$ cat src/verilog/sbc_dummy_unused.sv
// intentionally empty compilation unit

$ cat src/verilog/sbc_pkg.sv
// constants and types for the channel-b shunt converter register bank
package sbc_pkg;

	// ****************************************
	// register indices (byte address = 4 x index)
	// ****************************************
	localparam logic [9:0] IDX_CFG1    = 10'h0C2;  // channel configuration one
	localparam logic [9:0] IDX_CFG2    = 10'h0C3;  // channel configuration two
	localparam logic [9:0] IDX_TRIM_HI = 10'h0C4;  // offset trim bits 23:8
	localparam logic [9:0] IDX_TRIM_LO = 10'h0C5;  // offset trim bits 7:0
	localparam logic [9:0] IDX_CTRL    = 10'h0F0;  // start strobe
	localparam logic [9:0] IDX_STAT    = 10'h0F1;  // counter and state
	localparam logic [9:0] IDX_RESULT  = 10'h0F2;  // corrected result

	// ****************************************
	// reset values and writable masks
	// ****************************************
	localparam logic [15:0] RST_CFG1    = 16'h0400;
	localparam logic [15:0] RST_CFG2    = 16'h8010;
	localparam logic [15:0] RST_TRIM    = 16'h0000;
	localparam logic [15:0] MSK_CFG1    = 16'h0F0F;
	localparam logic [15:0] MSK_CFG2    = 16'h8F3F;
	localparam logic [15:0] MSK_TRIM_HI = 16'hFFFF;
	localparam logic [15:0] MSK_TRIM_LO = 16'hFF00;

	// ****************************************
	// field positions
	// ****************************************
	localparam int CONV_KIND_BIT = 11;  // cfg1: conversion kind
	localparam int OSR_LSB       = 8;   // cfg1: oversampling 10:8
	localparam int CHOP_EN_BIT   = 3;   // cfg1: global chop enable
	localparam int CHOP_DLY_LSB  = 0;   // cfg1: chop delay 2:0
	localparam int CH_EN_BIT     = 15;  // cfg2: channel enable
	localparam int GAIN_LSB      = 10;  // cfg2: gain 11:10
	localparam int MUX_LSB       = 8;   // cfg2: input select 9:8
	localparam int SRC_ROUTE_BIT = 5;   // cfg2: probe source route
	localparam int SNK_ROUTE_BIT = 4;   // cfg2: probe sink route
	localparam int SRC_LVL_LSB   = 2;   // cfg2: probe source level
	localparam int SNK_LVL_LSB   = 0;   // cfg2: probe sink level
	localparam int START_BIT     = 0;   // ctrl: start one conversion

	// ****************************************
	// timing and codes
	// ****************************************
	localparam logic [13:0] OSR_BASE   = 14'h0040;  // ratio for code 000b
	localparam logic [8:0]  CHOP_BASE  = 9'h002;    // periods for code 000b
	localparam logic [1:0]  GAIN_8     = 2'h1;      // analog gain code for 8
	localparam logic [1:0]  RESP_OKAY  = 2'h0;
	localparam logic [1:0]  RESP_SLV   = 2'h2;
	localparam int          MOD_DIV    = 2;         // aclk cycles per mod period

	typedef enum logic [1:0] {SBC_IDLE, SBC_SETTLE, SBC_ACCUM} sbc_state_e;

endpackage : sbc_pkg

$ cat src/verilog/sbc_regs.sv
// channel-b shunt converter configuration bank with axi4-lite slave
// Function
// - conversion kind: 0 continuous, 1 single
// - oversampling 64..8192, rate is fmod/ratio with chop off, fmod/(ratio + delay) with chop on
// - global chop on when bit set
// - chop delay 2 to 256 periods, doubling per code
// - disable or standby clears result, counter
// - gain codes give 4, 8, 16, 32
// - gains 16, 32: analog 8, rest digital
// - input select: normal, swapped, ground, test
// - source route: 0 positive, 1 negative
// - sink route likewise, resets to negative
// - source level off, 4, 40, 240 uA
// - sink level off, 4, 40, 240 uA
// - trim bits 23:8 fill first word
// - trim bits 7:0 in 15:8, rest zero
// - trim is 24-bit two's complement
// - first configuration word resets to 0400h
// - second configuration word resets to 8010h
`timescale 1ns/10ps
`default_nettype none
module sbc_regs #(
	parameter int ADDR_W = 12  // axi address width
) (
	input  wire logic               aclk,
	input  wire logic               aresetn,
	input  wire logic [ADDR_W-1:0]  s_axi_awaddr,
	input  wire logic               s_axi_awvalid,
	output logic                    s_axi_awready,
	input  wire logic [31:0]        s_axi_wdata,
	input  wire logic [3:0]         s_axi_wstrb,
	input  wire logic               s_axi_wvalid,
	output logic                    s_axi_wready,
	output logic [1:0]              s_axi_bresp,
	output logic                    s_axi_bvalid,
	input  wire logic               s_axi_bready,
	input  wire logic [ADDR_W-1:0]  s_axi_araddr,
	input  wire logic               s_axi_arvalid,
	output logic                    s_axi_arready,
	output logic [31:0]             s_axi_rdata,
	output logic [1:0]              s_axi_rresp,
	output logic                    s_axi_rvalid,
	input  wire logic               s_axi_rready,
	input  wire logic               standby,
	input  wire logic [23:0]        raw_data,
	input  wire logic               raw_valid,
	output logic                    conv_done,
	output logic                    chop_phase,
	output logic                    conversion_kind_sel,
	output logic [13:0]             oversampling_ratio,
	output logic                    global_chop_enable,
	output logic [8:0]              chop_delay_periods,
	output logic                    channel_on,
	output logic [1:0]              analog_gain_sel,
	output logic [1:0]              digital_shift,
	output logic                    shunt_pins_connected,
	output logic                    shunt_inputs_swapped,
	output logic                    analog_ground_short,
	output logic                    test_source_routed,
	output logic                    probe_source_route,
	output logic                    probe_sink_route,
	output logic [1:0]              probe_source_level,
	output logic [1:0]              probe_sink_level,
	output logic [23:0]             offset_trim,
	output logic [23:0]             result,
	output logic [1:0]              conversion_counter
);
	import sbc_pkg::*;

	// ****************************************
	// helpers
	// ****************************************
	// ratio from the 3-bit oversampling code
	function automatic logic [13:0] osr_ratio(input logic [2:0] code);
		osr_ratio = OSR_BASE << code;
	endfunction : osr_ratio

	// settle periods from the 3-bit delay code
	function automatic logic [8:0] chop_len(input logic [2:0] code);
		chop_len = CHOP_BASE << code;
	endfunction : chop_len

	// masked byte-lane merge of a write into a 16-bit word
	function automatic logic [15:0] merge16(input logic [15:0] old,
		input logic [31:0] wd, input logic [3:0] st, input logic [15:0] msk);
		logic [15:0] v;
		v = old;
		if (st[0]) begin
			v[7:0] = wd[7:0];
		end
		if (st[1]) begin
			v[15:8] = wd[15:8];
		end
		merge16 = v & msk;
	endfunction : merge16

	// ****************************************
	// registers
	// ****************************************
	logic [15:0]       cfg1_r;     // configuration word one
	logic [15:0]       cfg2_r;     // configuration word two
	logic [15:0]       trim_hi_r;  // trim bits 23:8
	logic [15:0]       trim_lo_r;  // trim bits 7:0 in 15:8
	logic              aw_got_r;   // write address held
	logic              w_got_r;    // write data held
	logic [9:0]        wr_idx_r;   // held write index
	logic [31:0]       wdat_r;     // held write data
	logic [3:0]        wstb_r;     // held strobes
	logic              bvalid_r;   // write response pending
	logic [1:0]        bresp_r;    // write response code
	logic              rvalid_r;   // read data pending
	logic [31:0]       rdata_r;    // read data
	logic [1:0]        rresp_r;    // read response code
	logic              start_r;    // one-cycle start pulse
	logic [23:0]       result_r;   // corrected result
	logic [1:0]        cnt_r;      // conversion counter
	sbc_state_e        state_r;    // sequencer state
	logic [13:0]       acc_r;      // mod periods in this conversion
	logic [8:0]        settle_r;   // mod periods settled
	logic [7:0]        div_r;      // modulator divider
	logic              done_r;     // conversion boundary pulse
	logic              phase_r;    // chop input polarity

	logic              wr_fire;    // both halves of a write present
	logic              wr_hit;     // write index is a writable register
	logic              mod_tick;   // one pulse per modulator period
	logic [23:0]       gained;     // raw after digital gain

	// ****************************************
	// field decode
	// ****************************************
	assign conversion_kind_sel  = cfg1_r[CONV_KIND_BIT];
	assign oversampling_ratio   = osr_ratio(cfg1_r[OSR_LSB+:3]);
	assign global_chop_enable   = cfg1_r[CHOP_EN_BIT];
	assign chop_delay_periods   = chop_len(cfg1_r[CHOP_DLY_LSB+:3]);
	// converter runs only when enabled and out of standby
	assign channel_on           = cfg2_r[CH_EN_BIT] & ~standby;
	// gain 16 and 32 keep the analog stage at 8
	assign analog_gain_sel      = cfg2_r[GAIN_LSB+1] ? GAIN_8
	                                                 : cfg2_r[GAIN_LSB+:2];
	assign digital_shift        = cfg2_r[GAIN_LSB+1] ? {1'b0, cfg2_r[GAIN_LSB]} + 2'h1
	                                                 : 2'h0;
	// pins are cut off for ground short and test source
	assign shunt_pins_connected = ~cfg2_r[MUX_LSB+1];
	assign shunt_inputs_swapped = cfg2_r[MUX_LSB+:2] == 2'h1;
	assign analog_ground_short  = cfg2_r[MUX_LSB+:2] == 2'h2;
	assign test_source_routed   = cfg2_r[MUX_LSB+:2] == 2'h3;
	assign probe_source_route   = cfg2_r[SRC_ROUTE_BIT];
	assign probe_sink_route     = cfg2_r[SNK_ROUTE_BIT];
	assign probe_source_level   = cfg2_r[SRC_LVL_LSB+:2];
	assign probe_sink_level     = cfg2_r[SNK_LVL_LSB+:2];
	assign offset_trim          = {trim_hi_r, trim_lo_r[15:8]};

	// ****************************************
	// axi write channel
	// ****************************************
	// halves are taken in either order, none while a response waits
	assign s_axi_awready = ~aw_got_r & ~bvalid_r;
	assign s_axi_wready  = ~w_got_r & ~bvalid_r;
	assign s_axi_bvalid  = bvalid_r;
	assign s_axi_bresp   = bresp_r;
	assign wr_fire       = aw_got_r & w_got_r;
	assign wr_hit        = wr_idx_r inside {IDX_CFG1, IDX_CFG2, IDX_TRIM_HI,
	                                        IDX_TRIM_LO, IDX_CTRL};

	// address half capture
	always_ff @(posedge aclk) begin
		if (!aresetn) begin
			aw_got_r <= 1'b0;
			wr_idx_r <= 10'h000;
		end else if (s_axi_awvalid && s_axi_awready) begin
			aw_got_r <= 1'b1;
			wr_idx_r <= s_axi_awaddr[11:2];
		end else if (wr_fire) begin
			aw_got_r <= 1'b0;
		end
	end

	// data half capture
	always_ff @(posedge aclk) begin
		if (!aresetn) begin
			w_got_r <= 1'b0;
			wdat_r  <= 32'h0000_0000;
			wstb_r  <= 4'h0;
		end else if (s_axi_wvalid && s_axi_wready) begin
			w_got_r <= 1'b1;
			wdat_r  <= s_axi_wdata;
			wstb_r  <= s_axi_wstrb;
		end else if (wr_fire) begin
			w_got_r <= 1'b0;
		end
	end

	// response after both halves; unmapped gives slverr
	always_ff @(posedge aclk) begin
		if (!aresetn) begin
			bvalid_r <= 1'b0;
			bresp_r  <= RESP_OKAY;
		end else if (wr_fire) begin
			bvalid_r <= 1'b1;
			bresp_r  <= wr_hit ? RESP_OKAY : RESP_SLV;
		end else if (s_axi_bready) begin
			bvalid_r <= 1'b0;
		end
	end

	// ****************************************
	// configuration storage
	// ****************************************
	// reserved bits are masked off, so they never hold a one
	always_ff @(posedge aclk) begin
		if (!aresetn) begin
			cfg1_r    <= RST_CFG1;
			cfg2_r    <= RST_CFG2;
			trim_hi_r <= RST_TRIM;
			trim_lo_r <= RST_TRIM;
		end else if (wr_fire) begin
			if (wr_idx_r == IDX_CFG1) begin
				cfg1_r <= merge16(cfg1_r, wdat_r, wstb_r, MSK_CFG1);
			end
			if (wr_idx_r == IDX_CFG2) begin
				cfg2_r <= merge16(cfg2_r, wdat_r, wstb_r, MSK_CFG2);
			end
			if (wr_idx_r == IDX_TRIM_HI) begin
				trim_hi_r <= merge16(trim_hi_r, wdat_r, wstb_r, MSK_TRIM_HI);
			end
			if (wr_idx_r == IDX_TRIM_LO) begin
				trim_lo_r <= merge16(trim_lo_r, wdat_r, wstb_r, MSK_TRIM_LO);
			end
		end
	end

	// start strobe: write one to bit 0 of the control word
	always_ff @(posedge aclk) begin
		if (!aresetn) begin
			start_r <= 1'b0;
		end else begin
			start_r <= wr_fire && wr_idx_r == IDX_CTRL && wstb_r[0]
			           && wdat_r[START_BIT];
		end
	end

	// ****************************************
	// axi read channel
	// ****************************************
	// one read at a time; data registered one cycle after address
	assign s_axi_arready = ~rvalid_r;
	assign s_axi_rvalid  = rvalid_r;
	assign s_axi_rdata   = rdata_r;
	assign s_axi_rresp   = rresp_r;

	// read mux; upper half reads zero for every word but the result, which carries bits 23:16
	always_ff @(posedge aclk) begin
		if (!aresetn) begin
			rvalid_r <= 1'b0;
			rdata_r  <= 32'h0000_0000;
			rresp_r  <= RESP_OKAY;
		end else if (s_axi_arvalid && s_axi_arready) begin
			rvalid_r <= 1'b1;
			rresp_r  <= RESP_OKAY;
			unique case (s_axi_araddr[11:2])
				IDX_CFG1: begin
					rdata_r <= {16'h0000, cfg1_r};
				end
				IDX_CFG2: begin
					rdata_r <= {16'h0000, cfg2_r};
				end
				IDX_TRIM_HI: begin
					rdata_r <= {16'h0000, trim_hi_r};
				end
				IDX_TRIM_LO: begin
					rdata_r <= {16'h0000, trim_lo_r};
				end
				IDX_CTRL: begin
					rdata_r <= 32'h0000_0000;
				end
				IDX_STAT: begin
					rdata_r <= {26'h000_0000, phase_r, channel_on, state_r, cnt_r};
				end
				IDX_RESULT: begin
					rdata_r <= {8'h00, result_r};
				end
				default: begin
					rdata_r <= 32'h0000_0000;
					rresp_r <= RESP_SLV;
				end
			endcase
		end else if (s_axi_rready) begin
			rvalid_r <= 1'b0;
		end
	end

	// ****************************************
	// modulator timing and sequencer
	// ****************************************
	assign mod_tick   = div_r == 8'(MOD_DIV - 1);
	assign conv_done  = done_r;
	assign chop_phase = phase_r;

	// modulator period divider
	always_ff @(posedge aclk) begin
		if (!aresetn || mod_tick) begin
			div_r <= 8'h00;
		end else begin
			div_r <= div_r + 8'h01;
		end
	end

	// settle when chop is on, then accumulate ratio periods; single mode stops after one
	always_ff @(posedge aclk) begin
		if (!aresetn || !channel_on) begin
			state_r  <= SBC_IDLE;
			acc_r    <= 14'h0000;
			settle_r <= 9'h000;
			done_r   <= 1'b0;
			phase_r  <= 1'b0;
		end else begin
			done_r <= 1'b0;
			unique case (state_r)
				SBC_IDLE: begin
					// continuous restarts itself, single waits for start
					if (!conversion_kind_sel || start_r) begin
						state_r  <= global_chop_enable ? SBC_SETTLE : SBC_ACCUM;
						settle_r <= 9'h000;
						acc_r    <= 14'h0000;
					end
				end
				SBC_SETTLE: begin
					// chop delay lets the swapped input settle
					if (mod_tick) begin
						settle_r <= settle_r + 9'h001;
						if (settle_r == chop_delay_periods - 9'h001) begin
							state_r <= SBC_ACCUM;
						end
					end
				end
				SBC_ACCUM: begin
					if (mod_tick) begin
						acc_r <= acc_r + 14'h0001;
						if (acc_r == oversampling_ratio - 14'h0001) begin
							done_r   <= 1'b1;
							acc_r    <= 14'h0000;
							phase_r  <= global_chop_enable & ~phase_r;
							settle_r <= 9'h000;
							if (conversion_kind_sel) begin
								state_r <= SBC_IDLE;
							end else if (global_chop_enable) begin
								state_r <= SBC_SETTLE;
							end
						end
					end
				end
			endcase
		end
	end

	// ****************************************
	// result path
	// ****************************************
	// digital gain wraps on overflow; no saturation is applied
	assign gained = raw_data << digital_shift;

	// trim is subtracted as signed 24 bits; cleared while off
	always_ff @(posedge aclk) begin
		if (!aresetn || !channel_on) begin
			result_r <= 24'h00_0000;
			cnt_r    <= 2'h0;
		end else if (raw_valid) begin
			result_r <= gained - offset_trim;
			cnt_r    <= cnt_r + 2'h1;
		end
	end

	assign result             = result_r;
	assign conversion_counter = cnt_r;

	// ****************************************
	// checks
	// ****************************************
	a_off_clears: assert property (@(posedge aclk) disable iff (!aresetn)
		!channel_on |=> (result == 24'h00_0000 && conversion_counter == 2'h0))
		else $error("result not cleared while channel off");

	a_trim_subtract: assert property (@(posedge aclk) disable iff (!aresetn)
		(channel_on && raw_valid) ##1 channel_on
		|-> result == $past(gained) - $past(offset_trim))
		else $error("result is not raw minus trim");

	a_cfg_reset: assert property (@(posedge aclk)
		!aresetn |=> (cfg1_r == 16'h0400 && cfg2_r == 16'h8010))
		else $error("configuration reset value wrong");

	a_lo_reserved: assert property (@(posedge aclk) disable iff (!aresetn)
		trim_lo_r[7:0] == 8'h00 && cfg1_r[15:12] == 4'h0 && cfg2_r[7:6] == 2'h0)
		else $error("reserved bits hold a one");

	a_ratio_map: assert property (@(posedge aclk) disable iff (!aresetn)
		oversampling_ratio == (14'h0040 << cfg1_r[10:8]))
		else $error("oversampling ratio decode wrong");

	a_gain_split: assert property (@(posedge aclk) disable iff (!aresetn)
		cfg2_r[11] |-> (analog_gain_sel == 2'h1 && digital_shift == cfg2_r[11:10] - 2'h1))
		else $error("high gain not split as analog eight");

	// a start or a mode change right after the window may rightly leave idle
	a_single_stop: assert property (@(posedge aclk) disable iff (!aresetn)
		(done_r && conversion_kind_sel && $past(conversion_kind_sel) && channel_on && !start_r)
		|-> state_r == SBC_IDLE ##1 state_r == SBC_IDLE)
		else $error("single conversion did not stop");

	a_chop_settle: assert property (@(posedge aclk) disable iff (!aresetn)
		(state_r == SBC_SETTLE && mod_tick && channel_on
		 && settle_r == chop_delay_periods - 9'h001) |=> state_r == SBC_ACCUM)
		else $error("chop settle did not end on time");

	a_bresp_both: assert property (@(posedge aclk) disable iff (!aresetn)
		$rose(bvalid_r) |-> $past(aw_got_r) && $past(w_got_r))
		else $error("write answered before both halves");

	a_trim_hold: assert property (@(posedge aclk) disable iff (!aresetn)
		!wr_fire |=> $stable(offset_trim))
		else $error("trim changed without a write");

endmodule : sbc_regs
`default_nettype wire

$ cat config.mk
export PLATFORM = sky130hd
export DESIGN_NAME = sbc_regs
export DESIGN_NICKNAME = d
export VERILOG_FILES = /design/src/verilog/sbc_dummy_unused.sv /design/src/verilog/sbc_pkg.sv /design/src/verilog/sbc_regs.sv
export SDC_FILE = /design/constraint.sdc
export NUM_CORES = 1
export LEC_CHECK = 0
export ABC_AREA = 1
export BUFFER_PORTS_ARGS = -buffer_cell sky130_fd_sc_hd__buf_2
export CORE_ASPECT_RATIO = 1.25
export CORE_MARGIN = 4
export CORE_UTILIZATION = 38
export CTS_CLUSTER_SIZE = 10
export DETAILED_ROUTE_END_ITERATION = 8
export GPL_ROUTABILITY_DRIVEN = 0
export SLEW_MARGIN = 20
export SYNTH_ARGS = -nofsm -noshare
export SYNTH_HDL_FRONTEND = slang
export SYNTH_SLANG_ARGS = --single-unit
export TNS_END_PERCENT = 5
$ cat constraint.sdc
create_clock -name aclk -period 2.8 [get_ports aclk]
set_input_delay 0.28 -clock aclk [delete_from_list [all_inputs] [get_ports aclk]]
set_output_delay 0.28 -clock aclk [all_outputs]
set_load 0.01 [all_outputs]
==> impl_metrics.csv <==
group,metric,value,unit
finish,antenna_cells_inserted,0,
sta,timing.final.hold_violations,0,
sta,post-route-period-util,93.2,%
status,run_status,"finished with violations",
logic_synthesis,synth_top_cells_by_area,"sky130_fd_sc_hd__dfxtp_1, sky130_fd_sc_hd__nand2_1, sky130_fd_sc_hd__inv_1",
cts,clkLatencyLatePin,0.43,ns
floorplanning,floorplan.initialDensity,38.5,%
finish,filler_cell_count,2603,
logic_synthesis,post_synth_instance_area,9400,um^2
cts,root_buffer,"sky130_fd_sc_hd__clkbuf_16",
cts,cts_buffers,17,
logic_synthesis,synth-edff-count,0,
finish,layoutNonFillerInstCount,1927,
power,power-per-cell-area,545,nW/um^2
sta,max-slew-margin-rel,52.1,%
logic_synthesis,synth_top_area_cell,"sky130_fd_sc_hd__dfxtp_1",
routing,ant_nets,0,
floorplanning,die_area,27300,um^2
cts,max-clock-path-buffers,2,
logic_synthesis,syn_avg_cell_area,6.65,um^2
finish,fin_nets,1708,
critical_path,timing.critical_path.required,3.12,ns
global_routing,number_of_global_route_vias_before_repair,9459,
logic_synthesis,yosysSeqAreaShare,34.7,%
floorplanning,die_height,184,um
global_routing,antenna_violations_before_repair,0,
sta,grt_setup_unrepaired,"true",
logic_synthesis,post_synth_most_frequent_cells,"sky130_fd_sc_hd__nand2_1, sky130_fd_sc_hd__inv_1, sky130_fd_sc_hd__nor2_1, sky130_fd_sc_hd__dfxtp_1, sky130_fd_sc_hd__a21oi_1",
place,place_inst,1895,
floorplanning,coreArea,24400,um^2
logic_synthesis,yosysTopAreaCellShare,34.7,%
power,vdd.ir_drop.worst,389,uV
routing,routed_wirelength,32.7,mm
finish,layout-drive-gt1-share,17.4,%
cts,tritoncts,"done",
place,count_of_buffers_inserted_at_the_top_level_ports,185,
sta,final-setup-viol-count,0,
global_routing,grt_overflow,0,
power,p_leak,0.00522,uW
cts,holdBufCountCts,0,
routing,vias,9845,
critical_path,slowest_delay,0.38,ns
critical_path,worst-path-max-fanout,17,
flow_run,timing.max_cap.violations,0,
floorplanning,placement_rows,64,
routing,drt_pre_antenna_iters,9,
cts,clkSinkCount,163,
critical_path,data_arrival_time_of_the_worst_path,2.93,ns
floorplanning,die_x,149,um
logic_synthesis,synth.most_common_cell,"sky130_fd_sc_hd__nand2_1",
place,dp_slack,0.213,ns
logic_synthesis,ys_warn_count,0,
sta,slew_viol_final,0,
finish,final_util,46.0,%
critical_path,cpMostUsedCell,"sky130_fd_sc_hd__nand2_1",
cts,htree_levels,4,
status,violations,"design-rule violations",
floorplanning,boundaryPins,226,
global_routing,first_pass_grt_wire_length,50.3,mm
critical_path,worstSetupEndpointType,"register",
sta,clock.fmax,383,MHz
global_routing,global_route.usage.total,23.7,%
cts,cts.clk_slew.worst_paths,0.06,ns
routing,drt-wirelength-per-cell,17.0,um
critical_path,start_kind,"register",
logic_synthesis,register_bit_total_from_synthesis,163,
sta,finalWorstPathRequiredPeriod,2.61,ns
routing,drc_errors,4,
logic_synthesis,synth_cell_types,56,
logic_synthesis,syn-instance-count,1413,
routing,viasPerCell,5.11,
place,place.detailed.hpwl,25.7,mm
global_routing,maximum_number_of_pins_on_one_net_before_global_route_repair,55,
logic_synthesis,fraction_of_registers_with_async_set_or_reset_after_synthesis,0,%
finish,flow.area_growth_from_synthesis,19.5,%
sta,tightestPinTransition,0.717,ns
critical_path,critical_path.slowest_cell,"sky130_fd_sc_hd__dfxtp_1",
critical_path,timing.setup.critical_path_class,"register to register",
routing,first_iter_violations,641,
logic_synthesis,synthFlopType,"sky130_fd_sc_hd__dfxtp_1",
sta,finalClockSkew,0.0104,ns
critical_path,crit_chain,"inv_1 > nor2_4 > buf_4 > nand2_1 > o221ai_1 > ha_1 > a21oi_1 > o21ai_0 > a21oi_1 > nand3_1 > nand2_1 > nand2_1 > o21ai_0 > inv_1",
sta,fin_ws,0.190,ns
hold_path,hold_path_class,"input pin to register",
state kept, by name, summed over array words and instances (netlist names), 8 cells and up:
name / flops
result: 24
s_axi_rdata: 24
trim_hi_r: 16
wdat_r: 16
acc_r: 14
cfg2_r: 11
wr_idx_r: 10
settle_r: 9
cfg1_r: 8
div_r: 8
trim_lo_r: 8
layout by cell type (no fill, tap or decap), types with 4 or more instances in the layout:
master,netlist,layout
sky130_fd_sc_hd__nand2_1,283,283
sky130_fd_sc_hd__inv_1,199,199
sky130_fd_sc_hd__nor2_1,195,194
sky130_fd_sc_hd__buf_2,5,185
sky130_fd_sc_hd__dfxtp_1,163,162
sky130_fd_sc_hd__a21oi_1,110,105
sky130_fd_sc_hd__o21ai_0,103,102
sky130_fd_sc_hd__nand3_1,64,64
sky130_fd_sc_hd__ha_1,30,29
sky130_fd_sc_hd__nor3_1,26,24
sky130_fd_sc_hd__a211oi_1,22,22
sky130_fd_sc_hd__o221ai_1,20,20
sky130_fd_sc_hd__conb_1,1,18
sky130_fd_sc_hd__clkbuf_16,0,17
sky130_fd_sc_hd__nand4_1,15,15
sky130_fd_sc_hd__buf_4,24,15
sky130_fd_sc_hd__xor2_1,14,14
sky130_fd_sc_hd__o211ai_1,14,14
sky130_fd_sc_hd__o22ai_1,13,12
sky130_fd_sc_hd__a21oi_2,1,6
sky130_fd_sc_hd__nor2_2,5,6
sky130_fd_sc_hd__or2_2,6,6
sky130_fd_sc_hd__o21ai_1,4,5
sky130_fd_sc_hd__a21o_1,5,5
sky130_fd_sc_hd__nand2_2,5,5
sky130_fd_sc_hd__nor3b_1,5,5
sky130_fd_sc_hd__nand3_2,4,4
sky130_fd_sc_hd__xnor2_1,4,4
sky130_fd_sc_hd__nor3_2,2,4
sky130_fd_sc_hd__clkbuf_8,0,4
sky130_fd_sc_hd__clkinv_4,0,4
through the flow:
| stage | cell area, um^2 | power [uW] | hold WS (ns) | setup TNS [ns] |
|---|---|---|---|---|
| 6_report | 11200 | 6110 | 0.0976 | 0 |
| 3_5_place_dp | 10600 | 3730 | 0.452 | 0 |
| 2_1_floorplan | 9460 | 3430 | 0.439 | 0 |
| 5_1_grt | 11200 | 6410 | 0.101 | -0.0243 |
| 3_3_place_gp | 10600 | 3730 | 0.453 | 0 |
| 4_1_cts | 11200 | 6140 | 0.0903 | 0 |
power by group:
part	internal (uW)	total (uW)	switching, uW
Combinational	379	1190	810
Clock	1420	2420	995
Sequential	2420	2510	91.2
Total	4220	6110	1900
worst max-delay path: cells and delay by family, from the launching register on:
family / cells / cell delay, ns
flip-flops: 1 / 0.38
adder cells (fa/ha/maj): 1 / 0.37
AND/OR/NAND/NOR: 5 / 0.48
buffers and inverters: 3 / 0.37
AO/OA/AOI/OAI: 5 / 0.91
worst paths after layout:
check             slack [ns]  depth (start not counted)             end      startpoint
setup reg to reg        0.19                         14      result[21]      cfg2_r[11]
hold / removal           0.1                          4    s_axi_bvalid    s_axi_bready
hold reg to reg         0.46                          2  s_axi_rdata[1]  s_axi_rdata[1]
setup / recovery        0.19                         14      result[21]      cfg2_r[11]
logic make-up after synthesis:
family                   share of synthesized area (%)
AND/OR/NAND/NOR                                   28.1
AO/OA/AOI/OAI                                     19.2
buffers and inverters                             12.1
flip-flops                                        34.7
adder cells (fa/ha/maj)                           4.21
XOR/XNOR                                          1.68
other                                           0.0399
per-layer routing:
layer	up-vias	track usage, %	share of wire (%)
li1	4928	-	-
met1	4466	28.4	41
met2	364	40.3	48
met3	87	3.63	5.8
met4	0	13.5	5.3
met5	-	0	0
layout make-up:
type / instances / area, um^2 / share of cell area, %
Tap cell: 330 / 413 / 3.68
Inverter: 203 / 762 / 6.79
Clock buffer: 23 / 488 / 4.35
Sequential cell: 163 / 3260 / 29.1
Timing Repair Buffer: 202 / 1080 / 9.61
Clock inverter: 9 / 120 / 1.07
Multi-Input combinational cell: 997 / 5100 / 45.4
timing repair:
action | in CTS | in global routing
gates resized for setup | 0 | 12
setup buffers | 0 | 0
endpoints found under the setup margin | 0 | 12
(Power assumes the default switching activity.)
